File: src/common/mcd_pkg.sv
// microword control decode: field layout, register map, reset values
// assumes a 48-bit microword captured from control store every cycle while ctrl bit 0 (freeze) is clear
package mcd_pkg;
	// ------------------------------------------------------------
	// microword fields (bit positions)
	// ------------------------------------------------------------
	localparam int MW_W       = 48;
	localparam int F_FO_LO    = 46;
	localparam int F_FI_LO    = 44;
	localparam int F_FGP_LO   = 40;
	localparam int F_IMB_LO   = 37;
	localparam int F_RGP_LO   = 32;
	localparam int F_DOE      = 31;
	localparam int F_IRW      = 30;
	localparam int F_ADL      = 29;
	localparam int F_FRW      = 28;
	localparam int F_ED1      = 27;
	localparam int F_KS_LO    = 24;
	localparam int F_IER      = 23;
	localparam int F_STATUS_WORD_ADDR_LO  = 20;
	localparam int F_NC2      = 19;
	localparam int F_NC1      = 18;
	localparam int F_CCR      = 17;
	localparam int F_EXT      = 16;
	localparam int F_RRE      = 15;
	localparam int F_LD2      = 14;
	localparam int F_SJM      = 13;
	localparam int F_IST      = 12;
	localparam int F_DBY      = 11;
	// ------------------------------------------------------------
	// register map (byte addresses) and reset values
	// ------------------------------------------------------------
	localparam logic [7:0] A_CTRL   = 8'h00;
	localparam logic [7:0] A_STAT   = 8'h04;
	localparam logic [7:0] A_EMAR   = 8'h08;
	localparam logic [7:0] A_MASK   = 8'h0C;
	localparam logic [7:0] A_GRP    = 8'h10;
	localparam logic [47:0] PIPE_RST = 48'h0;
	localparam logic [7:0]  BYTE_RST = 8'h00;
	localparam logic [15:0] MAR_RST  = 16'h0000;
	localparam logic [1:0]  RESP_OK  = 2'h0;
	localparam logic [1:0]  RESP_DEC = 2'h3;
	localparam int          SYNC_W   = 11;
	// ------------------------------------------------------------
	// k-bus source select
	// ------------------------------------------------------------
	typedef enum logic [2:0] {
		kbus_zeros        = 3'h0,
		kbus_alu_out      = 3'h1,
		kbus_mem_data     = 3'h2,
		kbus_instr        = 3'h3,
		kbus_ones         = 3'h4,
		kbus_alu_out_inv  = 3'h5,
		kbus_mem_data_inv = 3'h6,
		kbus_instr_inv    = 3'h7
	} mcd_kbus_type;
endpackage

File: src/design/mcd_decode.sv
// microword control decode with axi4-lite access to its tables
// assumes sequencer, arrays and control store on aclk; pins async
`timescale 1ns/10ps
module mcd_decode (
	input  wire logic        aclk,
	input  wire logic        aresetn,
	input  wire logic [7:0]  s_axi_awaddr,
	input  wire logic        s_axi_awvalid,
	output logic             s_axi_awready,
	input  wire logic [31:0] s_axi_wdata,
	input  wire logic [3:0]  s_axi_wstrb,
	input  wire logic        s_axi_wvalid,
	output logic             s_axi_wready,
	output logic [1:0]       s_axi_bresp,
	output logic             s_axi_bvalid,
	input  wire logic        s_axi_bready,
	input  wire logic [7:0]  s_axi_araddr,
	input  wire logic        s_axi_arvalid,
	output logic             s_axi_arready,
	output logic [31:0]      s_axi_rdata,
	output logic [1:0]       s_axi_rresp,
	output logic             s_axi_rvalid,
	input  wire logic        s_axi_rready,
	input  wire logic [47:0] cstore_word,
	input  wire logic [8:0]  seq_ma,
	input  wire logic        flag_output,
	output logic [8:0]       micro_addr,
	output logic             seq_input_bit3,
	output logic             seq_int_req,
	output logic [8:0]       decode_addr,
	input  wire logic        ready_pin,
	input  wire logic        hold_pin,
	input  wire logic        int_req_pin,
	output logic             hold_ack,
	output logic             int_enable_out,
	output logic [6:0]       status_strobes,
	input  wire logic        flag_zero,
	input  wire logic        flag_parity,
	input  wire logic        flag_sign,
	input  wire logic        flag_carry,
	input  wire logic        flag_half_carry,
	input  wire logic [7:0]  array1_data,
	input  wire logic [7:0]  array2_data,
	input  wire logic [15:0] imar_in,
	output logic [15:0]      ext_addr,
	input  wire logic [7:0]  dbus_in,
	output logic [7:0]       dbus_out,
	output logic             dbus_oe,
	output logic [7:0]       kbus,
	output logic [7:0]       mask_bus,
	output logic [3:0]       reg_grp1,
	output logic [3:0]       reg_grp2,
	output logic             array1_clk_en,
	output logic             array2_clk_en,
	output logic             carry_split,
	output logic [7:0]       instr_reg
);
	import mcd_pkg::*;

	// ------------------------------------------------------------
	// state
	// ------------------------------------------------------------
	logic [47:0]       pipe_r;
	logic [SYNC_W-1:0] sync1_r;
	logic [SYNC_W-1:0] sync2_r;
	logic [7:0]        ir_r;
	logic [15:0]       emar_r;
	logic [2:0]        psw_r;
	logic              int_enable_out_r;
	logic              freeze_r;
	logic [7:0]        mask_tab [32];
	logic [7:0]        grp_tab [32];
	logic              aw_hold_r;
	logic [7:0]        aw_addr_r;
	logic              w_hold_r;
	logic [31:0]       w_data_r;
	logic              w_strb0_r;
	logic              bvalid_r;
	logic [1:0]        bresp_r;
	logic              rvalid_r;
	logic [31:0]       rdata_r;
	logic [1:0]        rresp_r;

	// ------------------------------------------------------------
	// microword fields
	// ------------------------------------------------------------
	wire       ext    = pipe_r[F_EXT];
	wire       interrupt_strobe    = pipe_r[F_IST];
	wire       ld2    = pipe_r[F_LD2];
	wire       secondary_jump    = pipe_r[F_SJM];
	wire       reg_lookup_enable    = pipe_r[F_RRE];
	wire       cond_clock_ready    = pipe_r[F_CCR];
	wire       nc1    = pipe_r[F_NC1];
	wire       nc2    = pipe_r[F_NC2];
	wire       double_byte_sel    = pipe_r[F_DBY];
	wire       int_enable_write    = pipe_r[F_IER];
	wire       ed1    = pipe_r[F_ED1];
	wire       flag_reg_write    = pipe_r[F_FRW];
	wire       addr_load    = pipe_r[F_ADL];
	wire       instr_reg_write    = pipe_r[F_IRW];
	wire       data_out_enable    = pipe_r[F_DOE];
	wire [2:0] status_word_addr   = pipe_r[F_STATUS_WORD_ADDR_LO +: 3];
	wire [2:0] ks     = pipe_r[F_KS_LO +: 3];
	wire [4:0] reg_group_field    = pipe_r[F_RGP_LO +: 5];
	wire [2:0] mask_select_field    = pipe_r[F_IMB_LO +: 3];
	wire       rdy_s  = sync2_r[10];
	wire       hold_s = sync2_r[9];
	wire       intr_s = sync2_r[8];
	wire [7:0] mdat_s = sync2_r[7:0];

	// ------------------------------------------------------------
	// lookups
	// ------------------------------------------------------------
	// macro condition test: ir[5:4] picks flag, ir[3] its sense
	function automatic logic jump_cond(
		input logic [2:0] cc,
		input logic [3:0] f,
		input logic       sec
	);
		jump_cond = sec & (f[cc[2:1]] == cc[0]);
	endfunction

	// status strobe code per status field value; one strobe each for values 1 to 7, none for 0 or while ext sees ready
	function automatic logic [6:0] strobe_dec(input logic [3:0] a);
		if (a[3]) begin
			strobe_dec = 7'h00;
		end else if (a[2:0] == 3'h0) begin
			strobe_dec = 7'h00;
		end else begin
			strobe_dec = 7'(7'h01 << (a[2:0] - 3'h1));
		end
	endfunction

	wire [3:0] jflags = {psw_r[2], psw_r[1], flag_carry, psw_r[0]};
	wire       jres   = jump_cond(ir_r[5:3], jflags, secondary_jump);
	wire       ma0    = ext ? rdy_s : (interrupt_strobe ? hold_s : seq_ma[0]);
	wire       stall  = cond_clock_ready & ext & ~rdy_s;
	wire       st_off = ext & rdy_s;
	wire [7:0] op_grp = reg_lookup_enable ? {2'h0, ir_r[5:4], 2'h0, ir_r[1:0]} : 8'h00;
	wire [7:0] grp    = grp_tab[reg_group_field] | op_grp;
	wire [4:0] midx   = {mask_select_field, flag_carry, flag_half_carry};
	wire [7:0] shared = ed1 ? array2_data : array1_data;
	logic [7:0] kmux;

	always_comb begin
		case (mcd_kbus_type'(ks))
			kbus_zeros:        kmux = 8'h00;
			kbus_alu_out:      kmux = shared;
			kbus_mem_data:     kmux = mdat_s;
			kbus_instr:        kmux = ir_r;
			kbus_ones:         kmux = 8'hFF;
			kbus_alu_out_inv:  kmux = ~shared;
			kbus_mem_data_inv: kmux = ~mdat_s;
			kbus_instr_inv:    kmux = ~ir_r;
			default:           kmux = 8'h00;
		endcase
	end

	// ------------------------------------------------------------
	// outputs
	// ------------------------------------------------------------
	// bit 0 wait loops on ready or hold
	assign micro_addr[0]   = ma0;
	assign micro_addr[3:1] = seq_ma[3:1];
	assign micro_addr[4]   = seq_ma[4] & ~(interrupt_strobe & hold_s);
	assign micro_addr[8:5] = seq_ma[8:5];
	// sequencer inputs are active low: a high here pulls bit 3 low
	assign seq_input_bit3  = jres | ld2;
	assign decode_addr     = {secondary_jump, ir_r};
	assign seq_int_req     = interrupt_strobe & (intr_s | hold_s);
	assign hold_ack        = hold_s & ~ext;
	assign status_strobes  = strobe_dec({st_off, status_word_addr});
	assign array1_clk_en   = ~nc1 & ~stall;
	assign array2_clk_en   = ~nc2 & ~stall;
	assign carry_split     = double_byte_sel;
	assign kbus            = kmux;
	assign mask_bus        = mask_tab[midx];
	assign reg_grp1        = grp[3:0];
	assign reg_grp2        = grp[7:4];
	assign dbus_out        = shared;
	assign dbus_oe         = data_out_enable;
	assign ext_addr        = emar_r;
	assign instr_reg       = ir_r;
	assign int_enable_out  = int_enable_out_r;

	// ------------------------------------------------------------
	// pipeline and datapath registers
	// ------------------------------------------------------------
	// freeze is a debug hold of the current word until ctrl bit 0 is cleared, then capture resumes every cycle
	always_ff @(posedge aclk) begin
		if (!aresetn) begin
			pipe_r <= PIPE_RST;
		end else if (!freeze_r) begin
			pipe_r <= cstore_word;
		end
	end

	// first stage feeds only the second
	always_ff @(posedge aclk) begin
		sync1_r <= {ready_pin, hold_pin, int_req_pin, dbus_in};
		sync2_r <= sync1_r;
	end

	always_ff @(posedge aclk) begin
		if (!aresetn) begin
			ir_r   <= BYTE_RST;
			emar_r <= MAR_RST;
			psw_r  <= 3'h0;
			int_enable_out_r <= 1'b0;
		end else begin
			if (instr_reg_write) begin
				ir_r <= mdat_s;
			end
			if (addr_load) begin
				emar_r <= imar_in;
			end
			if (flag_reg_write) begin
				psw_r <= {flag_sign, flag_parity, flag_zero};
			end
			if (int_enable_write) begin
				int_enable_out_r <= flag_output;
			end
		end
	end

	// ------------------------------------------------------------
	// axi4-lite slave
	// ------------------------------------------------------------
	wire aw_hs  = s_axi_awvalid & s_axi_awready;
	wire w_hs   = s_axi_wvalid & s_axi_wready;
	wire ar_hs  = s_axi_arvalid & s_axi_arready;
	wire do_wr  = aw_hold_r & w_hold_r & ~bvalid_r;
	wire [7:0] wa = aw_addr_r;
	wire wr_ok  = (wa == A_CTRL) | (wa == A_MASK) | (wa == A_GRP);
	wire [4:0] widx = w_data_r[12:8];
	wire [7:0] wval = w_data_r[7:0];
	logic [31:0] rd_mux;
	logic        rd_ok;

	assign s_axi_awready = ~aw_hold_r & ~bvalid_r;
	assign s_axi_wready  = ~w_hold_r & ~bvalid_r;
	assign s_axi_bvalid  = bvalid_r;
	assign s_axi_bresp   = bresp_r;
	assign s_axi_arready = ~rvalid_r;
	assign s_axi_rvalid  = rvalid_r;
	assign s_axi_rdata   = rdata_r;
	assign s_axi_rresp   = rresp_r;

	always_comb begin
		rd_ok  = 1'b1;
		rd_mux = 32'h0;
		case (s_axi_araddr)
			A_CTRL:  rd_mux = {31'h0, freeze_r};
			A_STAT:  rd_mux = {20'h0, int_enable_out_r, psw_r, ir_r};
			A_EMAR:  rd_mux = {16'h0, emar_r};
			default: rd_ok  = 1'b0;
		endcase
	end

	always_ff @(posedge aclk) begin
		if (!aresetn) begin
			aw_hold_r <= 1'b0;
			w_hold_r  <= 1'b0;
			aw_addr_r <= BYTE_RST;
			w_data_r  <= 32'h0;
			w_strb0_r <= 1'b0;
			bvalid_r  <= 1'b0;
			bresp_r   <= RESP_OK;
		end else begin
			if (aw_hs) begin
				aw_hold_r <= 1'b1;
				aw_addr_r <= s_axi_awaddr;
			end
			if (w_hs) begin
				w_hold_r  <= 1'b1;
				w_data_r  <= s_axi_wdata;
				w_strb0_r <= s_axi_wstrb[0];
			end
			if (do_wr) begin
				aw_hold_r <= 1'b0;
				w_hold_r  <= 1'b0;
				bvalid_r  <= 1'b1;
				bresp_r   <= wr_ok ? RESP_OK : RESP_DEC;
			end else if (bvalid_r & s_axi_bready) begin
				bvalid_r <= 1'b0;
			end
		end
	end

	// tables reset to zero; only byte lane 0 carries table data
	always_ff @(posedge aclk) begin
		if (!aresetn) begin
			freeze_r <= 1'b0;
			for (int i = 0; i < 32; i++) begin
				mask_tab[i] <= BYTE_RST;
				grp_tab[i]  <= BYTE_RST;
			end
		end else if (do_wr & w_strb0_r) begin
			if (wa == A_CTRL) begin
				freeze_r <= w_data_r[0];
			end
			if (wa == A_MASK) begin
				mask_tab[widx] <= wval;
			end
			if (wa == A_GRP) begin
				grp_tab[widx] <= wval;
			end
		end
	end

	always_ff @(posedge aclk) begin
		if (!aresetn) begin
			rvalid_r <= 1'b0;
			rdata_r  <= 32'h0;
			rresp_r  <= RESP_OK;
		end else if (ar_hs) begin
			rvalid_r <= 1'b1;
			rdata_r  <= rd_mux;
			rresp_r  <= rd_ok ? RESP_OK : RESP_DEC;
		end else if (s_axi_rready) begin
			rvalid_r <= 1'b0;
		end
	end
endmodule

File: config.mk
export PLATFORM = sky130hd
export DESIGN_NAME = mcd_decode
export DESIGN_NICKNAME = d
export VERILOG_FILES = /design/src/common/mcd_pkg.sv /design/src/design/mcd_decode.sv
export SDC_FILE = /design/constraint.sdc
export NUM_CORES = 1
export LEC_CHECK = 0
export BUFFER_PORTS_ARGS = -buffer_cell sky130_fd_sc_hd__buf_2
export CORE_ASPECT_RATIO = 1.2
export CORE_MARGIN = 2
export CORE_UTILIZATION = 64
export DETAILED_ROUTE_END_ITERATION = 12
export GPL_ROUTABILITY_DRIVEN = 0
export PLACE_DENSITY_LB_ADDON = 0.05
export SYNTH_ARGS = -nofsm -noshare
export SYNTH_HDL_FRONTEND = slang
export SYNTH_SLANG_ARGS = --single-unit
File: constraint.sdc
create_clock -name aclk -period 8.22 [get_ports aclk]
set_input_delay 1.644 -clock aclk [delete_from_list [all_inputs] [get_ports aclk]]
set_output_delay 1.644 -clock aclk [all_outputs]
set_load 0.05 [all_outputs]
# Yosys cells after proc, flatten, opt, wreduce, memory -nomap -nowiden

Memory sizes are Yosys's and may differ from the RTL's. A register that Yosys moved wholly into a read port is not among the register bits.
Cells that the tools add are included.
W data, S select, Z words.

Reductions and logical operators: 11
Eq/ne operators: 12
Order comparisons: 1
Shifts and indexed selects: 1
$add $sub $neg: 1
Bitwise gates (word level): 38
Multiplexer cells: 34

Operators by type and width:

| operator              | number |
|---|---|
| $pmux W8 S8           | 1 |
| $pmux W16 S3          | 1 |
| $mux W8               | 3 |
| $not A8 Y8            | 3 |
| $mux W5               | 4 |
| $and A1 B1 Y1         | 19 |
| $mux W1               | 19 |
| $eq A8 B4 Y1 const B  | 2 |
| $logic_not A8 Y1      | 2 |
| $reduce_or A8 Y1      | 2 |
| $mux W7               | 2 |
| $eq A3 B3 Y1 const B  | 4 |
| $not A1 Y1            | 11 |
| $eq A8 B3 Y1 const B  | 1 |
| $eq A8 B5 Y1 const B  | 1 |
| $or A8 B6 Y8          | 1 |
| $shl A1 B3 Y7 const A | 1 |
| $eq A3 B2 Y1 const B  | 2 |
| $logic_not A3 Y1      | 2 |
| $mux W6               | 1 |
| $mux W2               | 2 |
| $or A1 B1 Y1          | 4 |
| $reduce_bool A2 Y1    | 2 |
| $eq A3 B1 Y1 const B  | 1 |
| other kinds (7)       | 7 |

Memories kept: 2
Flip-flop bits (word level): 153
RAM bits: 512

Memories:

| memory   | depth | width | read ports | clocked after Yosys merged registers in | write ports | line             | text |
|---|---|---|---|---|---|---|---|
| grp_tab  | 32    | 8     | 1          | 1                                       | 32          | mcd_decode.sv:72 | `logic [7:0] grp_tab [32];` |
| mask_tab | 32    | 8     | 1          | 0                                       | 32          | mcd_decode.sv:71 | `logic [7:0] mask_tab [32];` |

# Depth between registers and ports, before layout

Depth after elaboration: 8
Mapped depth: 7

# Worst setup path before layout

No wires, ideal clock.

Path type: input to output
Start point: input flag_carry
End point: output mask_bus[0]
Slack: 3,105 ps
Arrival: 3,471 ps
Stages: 5
Data required time: 6,576 ps
Buffers on the path: 2
Cell sequence: clkbuf_1 clkbuf_1 mux4_2 mux4_2 mux2_2

Longest elaborated chain between the ends: 1

Ends and longest elaborated chain:

| item               | line             | text |
|---|---|---|
| start: declaration | mcd_decode.sv:40 | `input wire logic flag_carry,` |
| $mem_v2 Z32 W8     | --               |  |
| end: declaration   | mcd_decode.sv:50 | `output logic [7:0] mask_bus,` |

Every way passes these cells.

# Worst setup path after layout

Start point: input flag_half_carry
End point: output mask_bus[1]

Longest elaborated chain between the ends: 1

Ends and longest elaborated chain:

| item               | line             | text |
|---|---|---|
| start: declaration | mcd_decode.sv:41 | `input wire logic flag_half_carry,` |
| $mem_v2 Z32 W8     | --               |  |

Every way passes these cells.

==> summary by stage <==
Status
The run finished with clean final reports.

Cells and area
The post-route standard cell area excluding fillers is between 30,000 and 40,000 sq um. In the layout the commonest cells are sky130_fd_sc_hd__and2_1, sky130_fd_sc_hd__edfxtp_1, sky130_fd_sc_hd__buf_2, sky130_fd_sc_hd__mux2i_1, sky130_fd_sc_hd__mux4_2. The commonest non-fill, non-tap cell in the layout is sky130_fd_sc_hd__and2_1. In the final layout, the registers with the most flip-flops are grp_tab: 256 flops, mask_tab: 256 flops, pipe_r: 29 flops. The layout net count is about 2,400. The finished layout holds between 2,000 and 3,000 standard cells, fillers aside.

The ratio of cells with drive above 1 in the final layout is 25.09%. The number of antenna diodes in the final layout is 0. The area growth from synthesis to layout is 11.67%.

Clocking
The clock tree from TritonCTS is built. The clock-pin slew on the worst setup and hold paths is about 60 ps. In this run the deepest clock path goes through 3 buffers. The CTS buffer count is between 60 and 70.

The number of sinks handled by clock tree synthesis is 641. Once the clock tree was built, the resizer swapped 0 gates to a different size. The total number of H-tree levels is 2. The source-to-sink clock delay at the later pin of the worst-skew pair is 640 ps. The clock root buffer is sky130_fd_sc_hd__clkbuf_16.

Buffers inserted to repair hold after CTS numbered 0. Post-CTS timing repair inserted 0 buffers for setup.

Timing
The final period utilization is 73.55%. Setup repair after global routing left no endpoint under its margin. For the final routed database, the setup TNS stands at 0 ps. Measured against its own limit, the worst slew margin works out to 23.62%.

The maximum frequency from static timing analysis is between 0.15 and 0.2 GHz. The total setup violations reported at the end of the flow is 0. The total count of hold-check failures in the final report is 0. The worst clock skew on the final layout is between 20 and 30 ps.

The number of max-slew violations in the final report is 0. At the pin with the least slew margin, the transition time is 1143 ps. The time the final worst path needs with I/O delays and setup is about 6000 ps.

Floorplan
The initial utilization of the core area, before any placement, comes to between 60% and 70%. The core region is 45,840 sq um. The overall die area is between 40,000 and 50,000 sq um. During I/O placement, the number of pins put on the boundary was a little under 300. From bottom edge to top edge, the die measures between 200 and 250 microns. The horizontal die dimension is between 200 and 250 microns. The number of core rows is between 80 and 90.

Yosys
After synthesis, the mean cell area works out to about 14 sq um. The share of synthesized area in the top cell type comes to roughly half. Synthesis instantiated 46 different standard cells from the library. After synthesis, the cell types taking the most area are sky130_fd_sc_hd__edfxtp_1, sky130_fd_sc_hd__and2_1, sky130_fd_sc_hd__mux4_2. The mapped cell area is between 20,000 and 30,000 sq um. Summing the sequential cell areas from Yosys gives 60.66% of the chip area. The leading area contributor after synthesis is sky130_fd_sc_hd__edfxtp_1. The synthesized design contains between 600 and 700 register bits. The synthesized instance count is ~2,100. For this run, the number of Yosys warnings is 0.

Global routing
The most utilized layer in the global route result is met2. The first-pass GRT wire length is roughly 100,000 microns. Entering global routing, the biggest net connects between 90 and 100 pins. Summed over all layers, the global routing overflow is 0. In the global route stage, met2 resource usage came out at between 40% and 50%. The via count of the first global-routing pass came to ~17,000.

For this run, global-route usage on met3 was measured as between 4 and 5%. Across every metal layer, demand over resource in global routing totals around 29%. The met1 layer usage reported by global route is ~38%. The number of antenna violations at the first check in global routing is 0.

Drt
The final wirelength is just under 70,000 microns. The via density per instance is roughly 6. The number of iterations in the first detailed-routing pass is 5.

The post-route antenna net violation count is 0. In the final routed layout, each cell accounts on average for between 20 and 25 microns. The violation count after the first detailed-routing iteration is 1,306. The number of vias after detailed routing is around 17,000.

In the routed design, unresolved DRC markers number 0.

Power and ir drop
The total power per unit cell area is ~220 nW/um^2. The portion of total power attributed to combinational logic is under 10%. The net switching share of the total power is 23.98%. The worst supply voltage drop on vdd is approximately 0.2 mV. Registers are responsible for between 50% and 60% of the overall power. The analysis attributes to net switching a power of approximately 0.0018 W. Summed over all cells, the static leakage comes to 12.27 nW. The internal power consumption is between 0.005 and 0.006 W.

The power share of the clock group is approximately two fifths.

Placement
The final HPWL from detailed placement is roughly 46,000 microns. The placed instances occupy a cell area of about 31,000 sq um. The number of placed cells counting well taps is 2,796. Port buffering added around 220 buffers.

Worst setup path
The endpoint class of the critical path is an output port. The worst setup path is launched from an input pin. The critical path start-end classification is in2out. The maximum fanout along the worst path is 53. The critical path data required time is 6580 ps. The arrival time reported for the critical path endpoint is around 4400 ps.

Job
Max-cap violations in this run came to 0.

Hold path
The kind of path behind the tightest hold check is reg2reg.
[routing by layer]
layer | wire, microns | part of all wire (%)
met2 | 34740 | 51
met5 | 0 | 0
met3 | 4447 | 6.5
met4 | 2507 | 3.6
met1 | 27050 | 39
[Yosys cell counts (all sizes together)]
cell and instances:
nor3 43, or2 1, nor2 16, nand3b 1
nand2b 68, mux2i 123, mux4 121, ha 1
o21ai 3, or3 2, inv 5, o41ai 4
nor2b 67, o2111ai 1, nand2 81, o31ai 12
and3 1, nor3b 4, edfxtp 512, mux2 30
o311a 1, clkbuf 119, buf 69, nand3 4
a2bb2oi 1, o211a 2, and2 528, o21a 2
a21boi 29, a21o 1, a22oi 51, dfxtp 129
xnor2 9, a21oi 18, and3b 3, nor4 27
nand4 10, conb 1
[power groups by stage]
stage / combinational [W] / clock (W) / sequential (W)
detailed placement: 0.000680 / 0 / 0.00376
global placement: 0.000667 / 0 / 0.00375
global route: 0.000716 / 0.00315 / 0.00370
floorplan: 0.000494 / 0 / 0.00373
finish: 0.000680 / 0.00300 / 0.00369
CTS: 0.000682 / 0.00303 / 0.00369
[worst paths after layout]
path / start / endpoint / slack [ps] / depth (start not counted)
max reg2reg: s_axi_bvalid / mask_tab[13][1] / 4560 / 5
max: flag_half_carry / mask_bus[1] / 2170 / 6
min: sync1_r[2] / sync2_r[2] / 320 / 0
min reg2reg: sync1_r[2] / sync2_r[2] / 320 / 0
[worst max-delay path, cell delays in order]
cell and delay (ps):
sky130_fd_sc_hd__buf_4 740, sky130_fd_sc_hd__buf_4 410, sky130_fd_sc_hd__mux4_2 580, sky130_fd_sc_hd__mux4_2 470, sky130_fd_sc_hd__mux2_2 300, sky130_fd_sc_hd__buf_2 220
[cell type report]
class	count	area [sq um]
inverters	5	18.77
fillers	3058	12780
repair buffers	253	1346
flip-flops and latches	641	17970
well taps	616	770.7
clock buffers	85	1834
clock inverters	31	341.6
multi-input cells	1281	10770
[through the flow]
step,setup WS [ps],total power [W],hold WS [ps],util (%)
final,2174,0.007369,323.4,72.11
after global routing,1974,0.007566,330.0,72.11
after CTS,2096,0.007399,326.8,72.11
after detailed placement,2106,0.004439,312.1,67.37
after global placement,2144,0.004421,310.0,67.37
after floorplan,3105,0.004227,309.6,-
[cells by family (layout without fill, tap and decap cells)]
family / after synthesis / count (layout) / share of synthesized area [%]
AO/OA/AOI/OAI: 125 / 125 / 3.043
XOR/XNOR: 9 / 9 / 0.2663
adder cells (fa/ha/maj): 1 / 1 / 0.04226
buffers and inverters: 193 / 374 / 3.149
flip-flops: 641 / 641 / 60.66
multiplexers: 274 / 274 / 14.51
other: 1 / 16 / 0.01267
AND/OR/NAND/NOR: 856 / 856 / 18.32
Note: power is estimated with default switching activity, not from simulation.
